$ cat src/logic/ims_regs.vh
`ifndef IMS_REGS_VH
`define IMS_REGS_VH

// ==========================================================================
// register addresses on the special function register port
`define IMS_ADDR_TXBUF 8'h9a
`define IMS_ADDR_RXBUF 8'h9b
`define IMS_ADDR_MODE 8'he8
`define IMS_ADDR_TADDR 8'he9
`define IMS_ADDR_STAT 8'hea

// ==========================================================================
// reset value shared by every register except the rx buffer
`define IMS_RST_BYTE 8'h00

// ==========================================================================
// serial_status_reg field positions
`define IMS_ST_BUSY 7
`define IMS_ST_NOACK 6
`define IMS_ST_RXP 5
`define IMS_ST_TXE 4
`define IMS_ST_LVL_HI 3
`define IMS_ST_LVL_LO 2
`define IMS_ST_ACC 1
`define IMS_ST_OVF 0

// ==========================================================================
// fifo_level_field encodings
`define IMS_LVL_EMPTY 2'h0
`define IMS_LVL_HALF 2'h2
`define IMS_LVL_FULL 2'h3

// ==========================================================================
// mode register field positions
`define IMS_MD_EN 7
`define IMS_MD_RATE_HI 6
`define IMS_MD_RATE_LO 5
`define IMS_MD_RCT_HI 4

// ==========================================================================
// target_address_reg: direction_bit position
`define IMS_TA_DIR 0

// ==========================================================================
// timing: core clocks per quarter bit at the fastest rate (core/16 per bit)
`define IMS_QTR_BASE 6'h04

// fifo depth in bytes
`define IMS_FIFO_DEPTH 4

`endif

$ cat src/logic/ims_master.v
// Notes on behaviour
// - the transfer-active flag is high while the bus is in use and its rise empties the tx fifo.
// - a missing slave acknowledge sets the no-ack flag and ends the transfer; only a zero write clears it.
// - the receive-pending flag sets while the rx fifo holds a byte and stays until written zero.
// - the transmit-empty flag sets when the tx fifo becomes empty and stays until written zero.
// - the two-bit level field reports the active fifo as 00 empty, 10 half full, 11 full.
// - a simultaneous write and read strobe sets the access-collision flag, cleared by a zero write.
// - a tx buffer write while the tx fifo is full sets the overflow flag, cleared by a zero write.
// - the lowest bit of the target address register chooses read or write on the slave.
// - during a read the master acknowledges each received byte except the last by itself.
// - after the receive count plus one bytes are read the master sends a not-acknowledge.
// - rewriting the target address during a transfer gives a repeated start, not a stop.
// - a target address write starts a transaction when the interface enable bit is set.
// - direction one reads into the rx buffer, direction zero writes from the tx buffer.
// - reception stops after the receive count plus one bytes, even when the rx fifo is full.
`timescale 1ns/1ps
`include "ims_regs.vh"

module ims_master (
  input wire ref_clk_i,
  input wire nrst_i,
  input wire [7:0] sfr_addr_i,
  input wire [7:0] sfr_wdata_i,
  input wire sfr_wr_i,
  input wire sfr_rd_i,
  output reg [7:0] sfr_rdata_o,
  output reg irq_o,
  input wire scl_i,
  output reg scl_o,
  output reg scl_oe_n_o,
  input wire sda_i,
  output reg sda_o,
  output reg sda_oe_n_o
);

  // ==========================================================================
  // states and quarter-bit phases
  localparam ST_IDLE = 6'b000001;
  localparam ST_START = 6'b000010;
  localparam ST_BYTE = 6'b000100;
  localparam ST_ACK = 6'b001000;
  localparam ST_RSTART = 6'b010000;
  localparam ST_STOP = 6'b100000;
  localparam Q0 = 2'h0;
  localparam Q1 = 2'h1;
  localparam Q2 = 2'h2;
  localparam Q3 = 2'h3;
  localparam BIT_LAST = 3'h7;

  reg [5:0] state_r;
  reg [1:0] q_r;
  reg [2:0] bit_r;
  reg [7:0] shift_r;
  reg [7:0] mode_r;
  reg [7:0] taddr_r;
  reg busy_r, go_r, restart_r, is_addr_r, dir_r, ack_hi_r, last_r;
  reg [4:0] rx_cnt_r;
  reg noack_r, rxp_r, txe_r, acc_r, ovf_r;
  reg scl_lo_r, sda_lo_r;
  reg scl_m_r, scl_s_r, sda_m_r, sda_s_r;
  reg tx_empty_d_r;
  reg tx_flush, tx_pop, rx_push, set_noack;

  wire tick;
  wire tx_mode;
  wire stall;
  wire adv;
  wire [7:0] tx_head, rx_head;
  wire [2:0] tx_cnt, rx_cnt_f;
  wire tx_full, tx_empty, rx_full, rx_empty;
  wire wr_tx, rd_rx, wr_stat, wr_taddr;
  wire [1:0] lvl;

  // ==========================================================================
  // clearable flag update: set wins, a written one keeps the flag
  function upd;
    input cur;
    input set;
    input wr;
    input wbit;
    begin
      upd = set | (cur & ~(wr & ~wbit));
    end
  endfunction

  // level code for the fifo in use
  function [1:0] lvl_code;
    input [2:0] cnt;
    input full;
    begin
      if (full)
        lvl_code = `IMS_LVL_FULL;
      else if (cnt != 3'h0)
        lvl_code = `IMS_LVL_HALF;
      else
        lvl_code = `IMS_LVL_EMPTY;
    end
  endfunction

  // ==========================================================================
  // register port decode
  assign wr_tx = sfr_wr_i & (sfr_addr_i == `IMS_ADDR_TXBUF);
  assign rd_rx = sfr_rd_i & (sfr_addr_i == `IMS_ADDR_RXBUF);
  assign wr_stat = sfr_wr_i & (sfr_addr_i == `IMS_ADDR_STAT);
  assign wr_taddr = sfr_wr_i & (sfr_addr_i == `IMS_ADDR_TADDR);
  assign tx_mode = is_addr_r | ~dir_r;
  assign lvl = dir_r ? lvl_code(rx_cnt_f, rx_full) : lvl_code(tx_cnt, tx_full);
  // hold the high phase while a slave stretches the clock
  assign stall = (q_r == Q2) & ~scl_lo_r & ~scl_s_r;
  assign adv = tick & ~stall;

  // ==========================================================================
  // fifos and bit-rate tick
  ims_fifo #(.WIDTH(8), .DEPTH(`IMS_FIFO_DEPTH), .AW(2)) u_txf (
    .ref_clk_i(ref_clk_i),
    .nrst_i(nrst_i),
    .flush_i(tx_flush),
    .push_i(wr_tx),
    .wdata_i(sfr_wdata_i),
    .pop_i(tx_pop),
    .head_o(tx_head),
    .count_o(tx_cnt),
    .full_o(tx_full),
    .empty_o(tx_empty)
  );

  ims_fifo #(.WIDTH(8), .DEPTH(`IMS_FIFO_DEPTH), .AW(2)) u_rxf (
    .ref_clk_i(ref_clk_i),
    .nrst_i(nrst_i),
    .flush_i(1'b0),
    .push_i(rx_push),
    .wdata_i(shift_r),
    .pop_i(rd_rx),
    .head_o(rx_head),
    .count_o(rx_cnt_f),
    .full_o(rx_full),
    .empty_o(rx_empty)
  );

  ims_tick_gen u_tick (
    .ref_clk_i(ref_clk_i),
    .nrst_i(nrst_i),
    .run_i(busy_r),
    .rate_i(mode_r[`IMS_MD_RATE_HI:`IMS_MD_RATE_LO]),
    .tick_o(tick)
  );

  // ==========================================================================
  // pin synchronisers
  always @(posedge ref_clk_i or negedge nrst_i)
  begin
    if (!nrst_i)
    begin
      scl_m_r <= 1'b1;
      scl_s_r <= 1'b1;
      sda_m_r <= 1'b1;
      sda_s_r <= 1'b1;
    end
    else
    begin
      scl_m_r <= scl_i;
      scl_s_r <= scl_m_r;
      sda_m_r <= sda_i;
      sda_s_r <= sda_m_r;
    end
  end

  // ==========================================================================
  // fifo strobes from the sequencer
  always @*
  begin
    tx_flush = 1'b0;
    tx_pop = 1'b0;
    rx_push = 1'b0;
    set_noack = 1'b0;
    if ((state_r == ST_IDLE) && go_r)
      tx_flush = 1'b1;
    if ((state_r == ST_ACK) && adv && (q_r == Q2) && !tx_mode)
      rx_push = 1'b1;
    if ((state_r == ST_ACK) && adv && (q_r == Q3))
    begin
      if (tx_mode && ack_hi_r)
      begin
        set_noack = 1'b1;
        tx_flush = 1'b1;
      end
      else if (!is_addr_r || !dir_r)
        tx_pop = tx_mode & ~tx_empty;
    end
  end

  // ==========================================================================
  // sequencer: start, bytes, acknowledge, repeated start, stop
  always @(posedge ref_clk_i or negedge nrst_i)
  begin
    if (!nrst_i)
    begin
      state_r <= ST_IDLE;
      q_r <= Q0;
      bit_r <= 3'h0;
      shift_r <= `IMS_RST_BYTE;
      busy_r <= 1'b0;
      is_addr_r <= 1'b0;
      dir_r <= 1'b0;
      ack_hi_r <= 1'b0;
      last_r <= 1'b0;
      rx_cnt_r <= 5'h00;
      scl_lo_r <= 1'b0;
      sda_lo_r <= 1'b0;
    end
    else
    begin
      if (adv)
        q_r <= q_r + 1'b1;
      case (state_r)
        ST_IDLE:
        begin
          scl_lo_r <= 1'b0;
          sda_lo_r <= 1'b0;
          q_r <= Q0;
          if (go_r)
          begin
            busy_r <= 1'b1;
            state_r <= ST_START;
          end
        end
        ST_START, ST_RSTART:
        begin
          if (adv)
          begin
            case (q_r)
              Q0: sda_lo_r <= (state_r == ST_START);
              Q1: scl_lo_r <= 1'b0;
              Q2: sda_lo_r <= 1'b1;
              default:
              begin
                scl_lo_r <= 1'b1;
                shift_r <= taddr_r;
                dir_r <= taddr_r[`IMS_TA_DIR];
                is_addr_r <= 1'b1;
                bit_r <= 3'h0;
                rx_cnt_r <= 5'h00;
                state_r <= ST_BYTE;
              end
            endcase
          end
        end
        ST_BYTE:
        begin
          if (adv)
          begin
            case (q_r)
              Q0: sda_lo_r <= tx_mode & ~shift_r[7];
              Q1: scl_lo_r <= 1'b0;
              Q2: shift_r <= {shift_r[6:0], sda_s_r};
              default:
              begin
                scl_lo_r <= 1'b1;
                bit_r <= bit_r + 1'b1;
                if (bit_r == BIT_LAST)
                  state_r <= ST_ACK;
              end
            endcase
          end
        end
        ST_ACK:
        begin
          if (adv)
          begin
            case (q_r)
              Q0:
              begin
                last_r <= (rx_cnt_r == mode_r[`IMS_MD_RCT_HI:0]);
                // ack low for each received byte but the last, release for the final nack and for the slave ack on a send
                sda_lo_r <= ~tx_mode & (rx_cnt_r != mode_r[`IMS_MD_RCT_HI:0]);
              end
              Q1: scl_lo_r <= 1'b0;
              Q2:
              begin
                ack_hi_r <= sda_s_r;
                if (!tx_mode)
                  rx_cnt_r <= rx_cnt_r + 5'h01;
              end
              default:
              begin
                scl_lo_r <= 1'b1;
                bit_r <= 3'h0;
                if (tx_mode && ack_hi_r)
                  state_r <= ST_STOP;
                else if (is_addr_r && dir_r)
                begin
                  is_addr_r <= 1'b0;
                  state_r <= ST_BYTE;
                end
                else if (tx_mode && !tx_empty)
                begin
                  is_addr_r <= 1'b0;
                  shift_r <= tx_head;
                  state_r <= ST_BYTE;
                end
                else if (!tx_mode && !last_r)
                  state_r <= ST_BYTE;
                else if (restart_r)
                  state_r <= ST_RSTART;
                else
                  state_r <= ST_STOP;
              end
            endcase
          end
        end
        ST_STOP:
        begin
          if (adv)
          begin
            case (q_r)
              Q0: sda_lo_r <= 1'b1;
              Q1: scl_lo_r <= 1'b0;
              Q2: sda_lo_r <= 1'b0;
              default:
              begin
                busy_r <= 1'b0;
                state_r <= ST_IDLE;
              end
            endcase
          end
        end
        default:
        begin
          state_r <= ST_IDLE;
          busy_r <= 1'b0;
        end
      endcase
    end
  end

  // ==========================================================================
  // mode, target address, start and restart requests
  always @(posedge ref_clk_i or negedge nrst_i)
  begin
    if (!nrst_i)
    begin
      mode_r <= `IMS_RST_BYTE;
      taddr_r <= `IMS_RST_BYTE;
      go_r <= 1'b0;
      restart_r <= 1'b0;
    end
    else
    begin
      if (sfr_wr_i && (sfr_addr_i == `IMS_ADDR_MODE))
        mode_r <= sfr_wdata_i;
      if (wr_taddr)
        taddr_r <= sfr_wdata_i;
      if (wr_taddr && mode_r[`IMS_MD_EN] && !busy_r)
        go_r <= 1'b1;
      else if (state_r != ST_IDLE)
        go_r <= 1'b0;
      if (wr_taddr && mode_r[`IMS_MD_EN] && busy_r)
        restart_r <= 1'b1;
      else if (state_r == ST_RSTART || state_r == ST_IDLE)
        restart_r <= 1'b0;
    end
  end

  // ==========================================================================
  // sticky status flags
  always @(posedge ref_clk_i or negedge nrst_i)
  begin
    if (!nrst_i)
    begin
      noack_r <= 1'b0;
      rxp_r <= 1'b0;
      txe_r <= 1'b0;
      acc_r <= 1'b0;
      ovf_r <= 1'b0;
      tx_empty_d_r <= 1'b1;
    end
    else
    begin
      tx_empty_d_r <= tx_empty;
      noack_r <= upd(noack_r, set_noack, wr_stat, sfr_wdata_i[`IMS_ST_NOACK]);
      rxp_r <= upd(rxp_r, ~rx_empty, wr_stat, sfr_wdata_i[`IMS_ST_RXP]);
      txe_r <= upd(txe_r, tx_empty & ~tx_empty_d_r, wr_stat,
                   sfr_wdata_i[`IMS_ST_TXE]);
      acc_r <= upd(acc_r, sfr_wr_i & sfr_rd_i, wr_stat, sfr_wdata_i[`IMS_ST_ACC]);
      ovf_r <= upd(ovf_r, wr_tx & tx_full, wr_stat, sfr_wdata_i[`IMS_ST_OVF]);
    end
  end

  // ==========================================================================
  // registered outputs: read data, interrupt, open-drain pins
  always @(posedge ref_clk_i or negedge nrst_i)
  begin
    if (!nrst_i)
    begin
      sfr_rdata_o <= `IMS_RST_BYTE;
      irq_o <= 1'b0;
      scl_o <= 1'b0;
      sda_o <= 1'b0;
      scl_oe_n_o <= 1'b1;
      sda_oe_n_o <= 1'b1;
    end
    else
    begin
      irq_o <= noack_r | rxp_r | txe_r | acc_r | ovf_r;
      scl_o <= 1'b0;
      sda_o <= 1'b0;
      scl_oe_n_o <= ~scl_lo_r;
      sda_oe_n_o <= ~sda_lo_r;
      if (sfr_rd_i)
      begin
        case (sfr_addr_i)
          `IMS_ADDR_RXBUF: sfr_rdata_o <= rx_head;
          `IMS_ADDR_MODE: sfr_rdata_o <= mode_r;
          `IMS_ADDR_TADDR: sfr_rdata_o <= taddr_r;
          `IMS_ADDR_STAT: sfr_rdata_o <= {busy_r, noack_r, rxp_r, txe_r, lvl, acc_r, ovf_r};
          default: sfr_rdata_o <= `IMS_RST_BYTE;
        endcase
      end
    end
  end

endmodule // ims_master

$ cat src/logic/ims_fifo.v
`timescale 1ns/1ps
`include "ims_regs.vh"

// ==========================================================================
// byte fifo with flush, head word visible without a pop
module ims_fifo #(
  parameter WIDTH = 8,
  parameter DEPTH = `IMS_FIFO_DEPTH,
  parameter AW = 2
) (
  input wire ref_clk_i,
  input wire nrst_i,
  input wire flush_i,
  input wire push_i,
  input wire [WIDTH-1:0] wdata_i,
  input wire pop_i,
  output wire [WIDTH-1:0] head_o,
  output wire [AW:0] count_o,
  output wire full_o,
  output wire empty_o
);

  reg [WIDTH-1:0] mem_r [0:DEPTH-1];
  reg [AW-1:0] wp_r;
  reg [AW-1:0] rp_r;
  reg [AW:0] cnt_r;
  wire do_push;
  wire do_pop;

  // a push into a full fifo and a pop from an empty one are dropped
  assign full_o = (cnt_r == DEPTH[AW:0]);
  assign empty_o = (cnt_r == {(AW+1){1'b0}});
  assign do_push = push_i & ~full_o;
  assign do_pop = pop_i & ~empty_o;
  assign head_o = mem_r[rp_r];
  assign count_o = cnt_r;

  // storage array, no reset needed
  always @(posedge ref_clk_i)
  begin
    if (do_push)
    begin
      mem_r[wp_r] <= wdata_i;
    end
  end

  // pointers and occupancy; flush wins over push and pop
  always @(posedge ref_clk_i or negedge nrst_i)
  begin
    if (!nrst_i)
    begin
      wp_r <= {AW{1'b0}};
      rp_r <= {AW{1'b0}};
      cnt_r <= {(AW+1){1'b0}};
    end
    else if (flush_i)
    begin
      wp_r <= {AW{1'b0}};
      rp_r <= {AW{1'b0}};
      cnt_r <= {(AW+1){1'b0}};
    end
    else
    begin
      if (do_push)
        wp_r <= wp_r + 1'b1;
      if (do_pop)
        rp_r <= rp_r + 1'b1;
      if (do_push & ~do_pop)
        cnt_r <= cnt_r + 1'b1;
      else if (do_pop & ~do_push)
        cnt_r <= cnt_r - 1'b1;
    end
  end

endmodule // ims_fifo

$ cat src/logic/ims_tick_gen.v
`timescale 1ns/1ps
`include "ims_regs.vh"

// ==========================================================================
// quarter-bit tick: every (base << rate) core clocks while running
module ims_tick_gen (
  input wire ref_clk_i,
  input wire nrst_i,
  input wire run_i,
  input wire [1:0] rate_i,
  output reg tick_o
);

  reg [5:0] cnt_r;
  wire [5:0] last;

  assign last = (`IMS_QTR_BASE << rate_i) - 6'h01;

  // free count restarted whenever the engine is idle
  always @(posedge ref_clk_i or negedge nrst_i)
  begin
    if (!nrst_i)
    begin
      cnt_r <= 6'h00;
      tick_o <= 1'b0;
    end
    else if (!run_i)
    begin
      cnt_r <= 6'h00;
      tick_o <= 1'b0;
    end
    else if (cnt_r >= last)
    begin
      cnt_r <= 6'h00;
      tick_o <= 1'b1;
    end
    else
    begin
      cnt_r <= cnt_r + 6'h01;
      tick_o <= 1'b0;
    end
  end

endmodule // ims_tick_gen

$ cat config.mk
export PLATFORM = sky130hd
export DESIGN_NAME = ims_master
export DESIGN_NICKNAME = d
export VERILOG_FILES = /design/src/logic/ims_master.v /design/src/logic/ims_fifo.v /design/src/logic/ims_tick_gen.v
export VERILOG_INCLUDE_DIRS = /design/src /design/src/logic
export SDC_FILE = /design/constraint.sdc
export NUM_CORES = 1
export LEC_CHECK = 0
export BUFFER_PORTS_ARGS = -buffer_cell sky130_fd_sc_hd__buf_4
export CELL_PAD_IN_SITES_DETAIL_PLACEMENT = 1
export CELL_PAD_IN_SITES_GLOBAL_PLACEMENT = 1
export CORE_UTILIZATION = 51
export CTS_CLUSTER_DIAMETER = 40
export DETAILED_ROUTE_END_ITERATION = 7
export PLACE_DENSITY = 0.85
export REMOVE_ABC_BUFFERS = 1
export SKIP_LAST_GASP = 1
export SYNTH_ARGS = -nofsm -noshare
export SYNTH_HDL_FRONTEND = slang
export SYNTH_SLANG_ARGS = --single-unit
$ cat constraint.sdc
create_clock -name ref_clk_i -period 3.7 [get_ports ref_clk_i]
set_input_delay 0.925 -clock ref_clk_i [delete_from_list [all_inputs] [get_ports ref_clk_i]]
set_output_delay 0.925 -clock ref_clk_i [all_outputs]
set_load 0.005 [all_outputs]
; ---- Word-level counts from Yosys, hierarchy flattened
; Memory sizes are Yosys's and may differ from the RTL's.
; Index checks and enable logic that the tools add are counted.
[op_classes]
addsub = 13
magnitude_cmp = 1
eq_ne = 46
n_shift = 1
muxes = 101
n_bitwise = 69
n_reduce_logical = 54
[op_table]
columns = cell, n
row1 = $mux W6, 17
row2 = $mux W8, 9
row3 = $eq A8 B8 Y1 const B, 5
row4 = $mux W1, 38
row5 = $ne A2 B2 Y1 const B, 18
row6 = $pmux W8 S4, 1
row7 = $and A1 B1 Y1, 31
row8 = $pmux W6 S5, 1
row9 = $not A1 Y1, 28
row10 = $mux W3, 9
row11 = $mux W5, 5
row12 = $pmux W8 S3, 1
row13 = $mux W2, 11
row14 = $reduce_and A10 Y1, 2
row15 = $reduce_bool A2 Y1, 8
row16 = $reduce_bool A3 Y1, 5
row17 = $logic_and A1 B1 Y1, 13
row18 = $add A2 B1 Y2 const B, 5
row19 = $ne A2 B1 Y1 const B, 5
row20 = $or A1 B1 Y1, 10
row21 = $pmux W5 S2, 1
row22 = $reduce_and A5 Y1, 2
row23 = $add A3 B1 Y3 const B, 3
row24 = $eq A3 B3 Y1 const B, 3
row25 = other kinds (36), 54
[totals]
reg_bits = 91
ram_bits = 64
in_bits = 22
memories = 2
[mem_list]
columns = name, words, width, rd, rd_ports_with_merged_regs, write_ports, line
row1 = u_rxf.mem_r, 4, 8, 1, 0, 1, ims_fifo.v:23  ; reg [WIDTH-1:0] mem_r [0:DEPTH-1];
row2 = u_txf.mem_r, 4, 8, 1, 0, 1, ims_fifo.v:23

; ---- Longest topological paths before layout
; Gate-level depths: netlist (run 1).
[logic_depth]
depth_word = 14
depth_mapped = 12

; ---- Cells and area by module
; A second synthesis (run 1) with hierarchy kept.
[hier_totals]
hier_cells = 619
hier_area_um2 = 7626.1
[modules_own_cells]
columns = mod, n_inst, cells_per_inst, area_each_um2
row1 = ims_master, 1, 372, 3763.6
row2 = ims_fifo, 2, 105, 1741.7
row3 = ims_tick_gen, 1, 37, 379.1

; ---- Worst setup path after synthesis (run 1)
; Ideal clock, no wire load.
[synth_path]
kind = input -> register
from = input sfr_addr_i[5]
to = register u_rxf.cnt_r[1] (netlist: u_rxf.count_o[1])
t_arrival_ns = 2.857
required_time_ns = 3.575
path_slack_ns = 0.718
path_stages = 8
path_cell_list = nor4bb_1 > and3_1 > clkbuf_1 > nand3_1 > ha_1 > inv_1 > fa_1 > mux2_2
[synth_via]
elab_chain_cells = 6
word_cells_on_any_way = 8
classes_between = eq/ne: 1 / mux: 1 / bitwise: 5 / reduce/logical: 1
[synth_lines]
columns = element, line
row1 = from (decl), ims_master.v:22  ; input wire [7:0] sfr_addr_i,
row2 = $eq A8 B8 Y1 (*), --
row3 = $and A1 B1 Y1 (*), ims_master.v:103  ; assign rd_rx = sfr_rd_i & (sfr_addr_i == `IMS_ADDR_RXBUF);
row4 = $and A1 B1 Y1 (*), ims_fifo.v:34  ; assign do_pop = pop_i & ~empty_o;
row5 = $not A1 Y1, ims_fifo.v:68  ; if (do_push & ~do_pop)
row6 = $and A1 B1 Y1, ims_fifo.v:68
row7 = $mux W3 or $reduce_bool A2 Y1 (tied branches), --
row8 = to (signal assigned), ims_fifo.v:54  ; cnt_r <= {(AW+1){1'b0}};
row9 = to (signal assigned), ims_fifo.v:69  ; cnt_r <= cnt_r + 1'b1;
row10 = to (signal assigned), ims_fifo.v:71  ; cnt_r <= cnt_r - 1'b1;
row11 = to (decl), ims_fifo.v:26  ; reg [AW:0] cnt_r;
; Every way passes the cells marked *; elsewhere a longest branch is shown, timed or not.
; A chain may end at the register's enable or synchronous reset.

; ---- Worst setup path in the final report (run 1)
[layout_path]
from = register state_r[5]
to = register u_rxf.cnt_r[2] (netlist: u_rxf.count_o[2])
[layout_via]
elab_chain_cells = 9
word_cells_on_any_way = 11
classes_between = eq/ne: 1 / mux: 2 / bitwise: 4 / reduce/logical: 4
[layout_lines]
columns = element, line
row1 = from (decl), ims_master.v:50  ; reg [5:0] state_r;
row2 = from (signal assigned), ims_master.v:198  ; state_r <= ST_IDLE;
row3 = from (signal assigned), ims_master.v:224  ; state_r <= ST_START;
row4 = from (signal assigned), ims_master.v:243  ; state_r <= ST_BYTE;
row5 = $eq A6 B4 Y1 (*), ims_master.v:178  ; if ((state_r == ST_ACK) && adv && (q_r == Q2) && !tx_mode)
row6 = $logic_and A1 B1 Y1 (*) (3 in series), ims_master.v:178
row7 = $mux W1 (*), ims_master.v:178
row8 = $and A1 B1 Y1 (*), ims_fifo.v:33  ; assign do_push = push_i & ~full_o;
row9 = via u_rxf.do_push, ims_fifo.v:27  ; wire do_push;
row10 = $not A1 Y1, ims_fifo.v:70  ; else if (do_pop & ~do_push)
row11 = $and A1 B1 Y1, ims_fifo.v:70
row12 = $reduce_bool A2 Y1 (no source line), --
; Mark *: on every way through the listed nets, which the timed path passes. The rest lies on a longest branch.

==> flow_metrics.tcl, run 1 <==
set metrics [dict create \
    arrival_ns 3.56 \
    hpwl_microns 13400 \
    core_sq_mm 0.0140 \
    place_congestion 0.893 \
    synth-seq-area-share_pct 56.5 \
    yosysWarningCount 0 \
    pwr-share-comb_pct 9.5 \
    cp_max_fo 17 \
    grt_max_degree 47 \
    synth-edff-count 64 \
    cts_tree "built" \
    hold_buffers 0 \
    postCtsSetupBuffers 0 \
    placed_cell_area_sq_mm 0.00786 \
    grt_pass1_wl_microns 30500 \
    ir_drop_mv 0.611 \
    r2r_slack_ns 0.48 \
    cts.sinks 155 \
    grt_usage_pct 28.1 \
    outcome "complete, no violations" \
    cp.required_ns 4.05 \
    ys_types 71 \
    first_iter_violations 530 \
    crit_type "reg2reg" \
    syn_area_per_cell_sq_um 12.6 \
    synth.top_cells.by_count "dfrtp_1 (83), edfxtp_1 (64), nor2_1 (42), nand2_1 (32), inv_1 (31)" \
    hold_violations 0 \
    cts.clk_slew.worst_paths_ns 0.07 \
    antenna_found_initial 0 \
    min_path_cells 0 \
    vias_per_cell 6.36 \
    fillers 1381 \
    switching_power_mw 1.11 \
    hold_class "reg2reg" \
    numCtsBuffers 17 \
    worstMarginPinSlew_ns 0.699 \
    syn2layout_area_growth_pct 13.5 \
    fin_crit_ns 3.22 \
    rows 43 \
    num_vias 5189 \
    maxCapViolCount 0 \
    die_y_microns 123 \
    synth_area_leaders "dfrtp_1 (28%), edfxtp_1 (26%), mux4_2 (4.8%), mux2_2 (3.9%), ha_1 (3.7%)" \
    pwr_density_cell_mw_per_mm2 481 \
    switching_share_pct 27.2 \
    drc 0 \
    die_area_sq_mm 0.0151 \
    finalNetCount 669 \
    ff2ff_path_depth 10 \
    die_x_microns 123 \
    setup_viol 0 \
    pwr-share-clk_pct 43.1 \
    synth_top_area_share_pct 27.9 \
    endpoint_kind "flop" \
    htreeDepth 4 \
    ant_nets 0 \
    drt_pass1_iterations 6 \
    grt_setup_unrepaired "false" \
    synth_most_common_cell "dfrtp_1" \
    wl_per_cell_microns 23.7 \
    postLayoutCoreUtil_pct 60.2 \
    start_util_pct 53.1 \
    setup_ws_ns 0.481 \
    place_ws_ns 0.228 \
    synth_area_sq_mm 0.00745 \
    r2r_end "u_rxf.count_o[2]" \
    max_freq_ghz 0.311 \
    seqPwrFrac_pct 47.4 \
    io_pins 35 \
    cts_resized 0 \
    synthArstFlopShare_pct 58.7 \
    setup-tns-final_ns 0 \
    n_antenna_cell 0 \
    wirelength_microns 19400 \
    period_share_pct 87.0 \
    regToRegStartpoint "state_r[5]" \
    p_int_mw 2.96 \
    slew_headroom_pct 52.7 \
    grt_pass1_vias 5445 \
    drive_gt1_share_pct 20.9 \
    clockBufferDepth 2 \
    final_area_sq_mm 0.00846 \
    p_leak_nw 3.33 \
    clockRootBuffer "clkbuf_16" \
    syn_inst 593 \
    io_buffer_count 32 \
    grt-ovfl-total 0 \
    yosysTopAreaCell "dfrtp_1" \
    clock_skew_ns 0.00930 \
    min-delay-start "scl_m_r" \
    start_kind "flop" \
    ys.flop_type "dfrtp_1" \
    insertion_delay_ns 0.43 \
    synth_seq_cells 155 \
    whs_endpoint "scl_s_r" \
    timing.hold.ws_ns 0.352 \
    drv_slew 0 \
]
metrics by stage:
stage               total power, mW  std cells
floorplan                      2.17        563
global placement               2.31        784
detailed placement             2.34        784
CTS                            4.08        816
global route                   4.20        816
finish                         4.07        816
power groups by stage:
stage	clock network [mW]	registers, mW	logic, mW
6_report	1.75	1.93	0.386
5_1_grt	1.84	1.94	0.430
4_1_cts	1.77	1.93	0.386
3_5_place_dp	0	1.96	0.380
3_3_place_gp	0	1.96	0.356
2_1_floorplan	0	1.93	0.234
state kept, by name, indices dropped and copies added, names as in the netlist, 2 cells and up:
name,flops
u_txf.mem_r,32
taddr_r,8
u_tick.cnt_r,6
shift_r,8
u_rxf.wp_r,2
mode_r,8
u_rxf.mem_r,32
bit_r,3
u_rxf.rp_r,2
u_txf.count_o,3
u_rxf.count_o,3
u_txf.wp_r,2
rx_cnt_r,5
state_r,6
sfr_rdata_o,8
q_r,2
u_txf.rp_r,2
routing by layer:
metal  GRT usage (%)  up-vias  routed length (microns)
met5               0        -                        0
met4            9.83        0                      407
met3            7.20       36                     1240
met2            43.9      195                     9260
met1            38.3     2698                     8470
li1                -     2260                        -
how the worst max path moves through the flow:
stage / from / end / slack [ns]
after floorplan: sfr_addr_i[3] / u_txf.count_o[2] / 0.35
after global placement: sfr_addr_i[0] / u_txf.count_o[2] / 0.44
after detailed placement: sfr_addr_i[0] / u_txf.count_o[2] / 0.23
after CTS: state_r[5] / u_rxf.count_o[2] / 0.48
after global routing: state_r[5] / u_rxf.count_o[2] / 0.32
final: state_r[5] / u_rxf.count_o[2] / 0.48
layout make-up:
class / count / area (sq um) / share of cell area [%]
inverter: 31 / 116 / 1.38
multi-input combinational: 377 / 2990 / 35.3
clock inverter: 15 / 176 / 2.09
tap: 180 / 225 / 2.66
sequential: 155 / 4210 / 49.8
timing repair buffer: 41 / 320 / 3.79
clock buffer: 17 / 425 / 5.03
kinds of logic (layout without fill, tap and decap cells):
group	after synthesis	in the layout	synth area share [%]
mux	57	57	10.8
xor+xnor	27	27	3.17
other cells	2	3	0.101
simple gates	166	166	11.9
buf+inv	62	104	3.53
compound gates	100	100	9.75
flops	155	155	56.5
fa+ha+maj	24	24	4.23
layout by cell type (no fill, tap or decap), types with 11 or more instances in the layout:
cell       netlist  routed
a21oi_1         13      13
buf_4            2      40
clkbuf_16        0      17
dfrtp_1         83      83
edfxtp_1        64      64
ha_1            22      22
inv_1           31      31
mux2_2          26      26
mux2i_1         13      13
mux4_2          16      16
nand2_1         32      32
nand3_1         18      18
nor2_1          42      42
nor3_1          11      11
o21ai_0         22      22
xnor2_1         15      15
xor2_1          12      12
critical path, cell delays in order (launching register included):
cell and delay (ns):
dfrtp_1 0.59, or4_4 0.65, nor4_4 0.35, nand2_2 0.16
a21oi_4 0.24, ha_1 0.24, inv_1 0.07, fa_1 0.39
xor2_1 0.16, nor2_1 0.11, xor2_1 0.17
Power figures use the tool's default switching activity.
==> run 2, diff against run 1 <==
--- a/config.mk
+++ b/config.mk
@@ -9,10 +9,11 @@
 export BUFFER_PORTS_ARGS = -buffer_cell sky130_fd_sc_hd__buf_4
 export CELL_PAD_IN_SITES_DETAIL_PLACEMENT = 1
 export CELL_PAD_IN_SITES_GLOBAL_PLACEMENT = 1
-export CORE_UTILIZATION = 51
+export CORE_UTILIZATION = 53
+export CTS_BUF_LIST = sky130_fd_sc_hd__clkbuf_8
 export CTS_CLUSTER_DIAMETER = 40
 export DETAILED_ROUTE_END_ITERATION = 7
-export PLACE_DENSITY = 0.85
+export PLACE_DENSITY = 0.88
 export REMOVE_ABC_BUFFERS = 1
 export SKIP_LAST_GASP = 1
 export SYNTH_ARGS = -nofsm -noshare
==> constraint.sdc (replaced) <==
create_clock -name ref_clk_i -period 3.7 [get_ports ref_clk_i]
set_input_delay 0.925 -clock ref_clk_i [delete_from_list [all_inputs] [get_ports ref_clk_i]]
set_output_delay 0.925 -clock ref_clk_i [all_outputs]
set_load 0.05 [all_outputs]
==> run 2 against run 1 <==
Against the previous run:
- die area fell by 3.7%
- routed wire length up 3.0%
- total power fell by 11%
- combinational power grew 7.5%
- flip-flop and latch count is the same
- via count grew 0.54%
- hold slack got worse by 0.00085 ns
- register-to-register slack improved by 0.06 ns
==> flow_metrics.tcl, run 2 (synthesized netlist as in run 1, its figures left out) <==
set metrics [dict create \
    clock_skew_ns 0.0132 \
    grt-ovfl-total 0 \
    cts.sinks 155 \
    regToRegStartpoint "q_r[0]" \
    cp_slowest_stage_delay_ns 0.44 \
    hold_class "reg2reg" \
    postCtsSetupBuffers 0 \
    io_buffer_count 32 \
    pwr_density_cell_mw_per_mm2 441 \
    cp_max_fo 9 \
    numCtsBuffers 17 \
    cp.depth 10 \
    cp.required_ns 4.07 \
    worst_path_max_delay_cell "nor3b_1" \
    finalNetCount 667 \
    placedCellCount 778 \
    arrival_ns 3.54 \
    start_util_pct 55.4 \
    cts.clk_slew.worst_paths_ns 0.08 \
    setup-tns-final_ns 0 \
    outcome "complete, no violations" \
    num_vias 5217 \
    period_share_pct 85.5 \
    place_congestion 0.851 \
    grt_pass1_wl_microns 31600 \
    grt_pass1_vias 5565 \
    final_common_cell "dfrtp_1" \
    start_kind "flop" \
    p_leak_nw 3.23 \
    max_freq_ghz 0.316 \
    final_cell_mix "dfrtp_1 (83), edfxtp_1 (64), nor2_1 (42)" \
    clockBufferDepth 2 \
    worstMarginPinSlew_ns 0.788 \
    antenna_found_initial 0 \
    r2r_end "u_txf.count_o[2]" \
    setup_viol 0 \
    syn2layout_area_growth_pct 10.4 \
    io_pins 35 \
    vias_per_cell 6.44 \
    critPathBufInv 3 \
    grt_usage_pct 29.8 \
    rows 42 \
    ant_nets 0 \
    hold_violations 0 \
    ir_drop_mv 0.370 \
    final_area_sq_mm 0.00823 \
    first_iter_violations 533 \
    die_area_sq_mm 0.0145 \
    cp-startpoint "q_r[0]" \
    cts_tree "built" \
    grt_setup_unrepaired "false" \
    n_antenna_cell 0 \
    timing.hold.ws_ns 0.351 \
    cp-endpoint "u_txf.count_o[2]" \
    wl_per_cell_microns 24.6 \
    htreeDepth 4 \
    path_cells "inv_1 -> ha_1 -> nor3b_1 -> nor4_4 -> buf_4 -> a31oi_1 -> inv_1 -> fa_1 -> mux2i_1 -> mux2i_1" \
    die_y_microns 121 \
    r2r_slack_ns 0.54 \
    ff2ff_path_depth 10 \
    stdcell_count 810 \
    placed_cell_area_sq_mm 0.00784 \
    hold_buffers 0 \
    drv_slew 0 \
    crit_type "reg2reg" \
    drt_pass1_iterations 5 \
    reg_top3 "u_rxf.mem_r (32), u_txf.mem_r (32)" \
    clockRootBuffer "clkbuf_8" \
    power.total_mw 3.63 \
    maxCapViolCount 0 \
    hpwl_microns 13800 \
    slew_headroom_pct 47.3 \
    drc 0 \
    wirelength_microns 19900 \
    cpLargestDelayFamily "adder cells" \
    core_sq_mm 0.0135 \
    drive_gt1_share_pct 20.2 \
    cts_resized 0 \
    insertion_delay_ns 0.46 \
    endpoint_kind "flop" \
    grt_max_degree 48 \
    fin_crit_ns 3.16 \
    die_x_microns 121 \
]
## run 2: worst min-delay path by stage
stage	start	endpoint	slack (ns)	cells past startpoint
2_1_floorplan	scl_m_r	scl_s_r	0.35	0
3_3_place_gp	sda_m_r	sda_s_r	0.35	0
3_5_place_dp	sda_m_r	sda_s_r	0.35	0
4_1_cts	scl_m_r	scl_s_r	0.36	0
5_1_grt	scl_m_r	scl_s_r	0.36	0
6_report	scl_m_r	scl_s_r	0.35	0
## run 2: report_power, final
group,internal (mW),leakage [nW],switching [mW],total [mW]
registers,1.85,1.69,0.0838,1.93
clock network,0.654,0.205,0.630,1.28
logic,0.152,1.34,0.263,0.415
total,2.65,3.23,0.977,3.63
## run 2: stage by stage
step           utilization (%)  setup WS, ns
4_1_cts                   61.2         0.596
6_report                  61.2         0.536
2_1_floorplan                -         0.349
3_5_place_dp              58.2         0.327
3_3_place_gp              58.2         0.581
5_1_grt                   61.2         0.378
## run 2: final cells by class
| cell class | count | area (sq um) |
|---|---|---|
| Timing Repair Buffer | 39 | 305 |
| Inverter | 31 | 116 |
| Multi-Input combinational cell | 377 | 2990 |
| Clock buffer | 17 | 234 |
| Fill cell | 1355 | 5220 |
| Tap cell | 176 | 220 |
| Clock inverter | 15 | 159 |
| Sequential cell | 155 | 4210 |
## run 2: routing by layer
metal	track usage (%)	vias up	share of wire, %
met5	0	-	0
met2	46.9	223	48
met4	12.4	0	2.6
met3	7.12	48	6.4
li1	-	2253	-
met1	39.7	2693	43
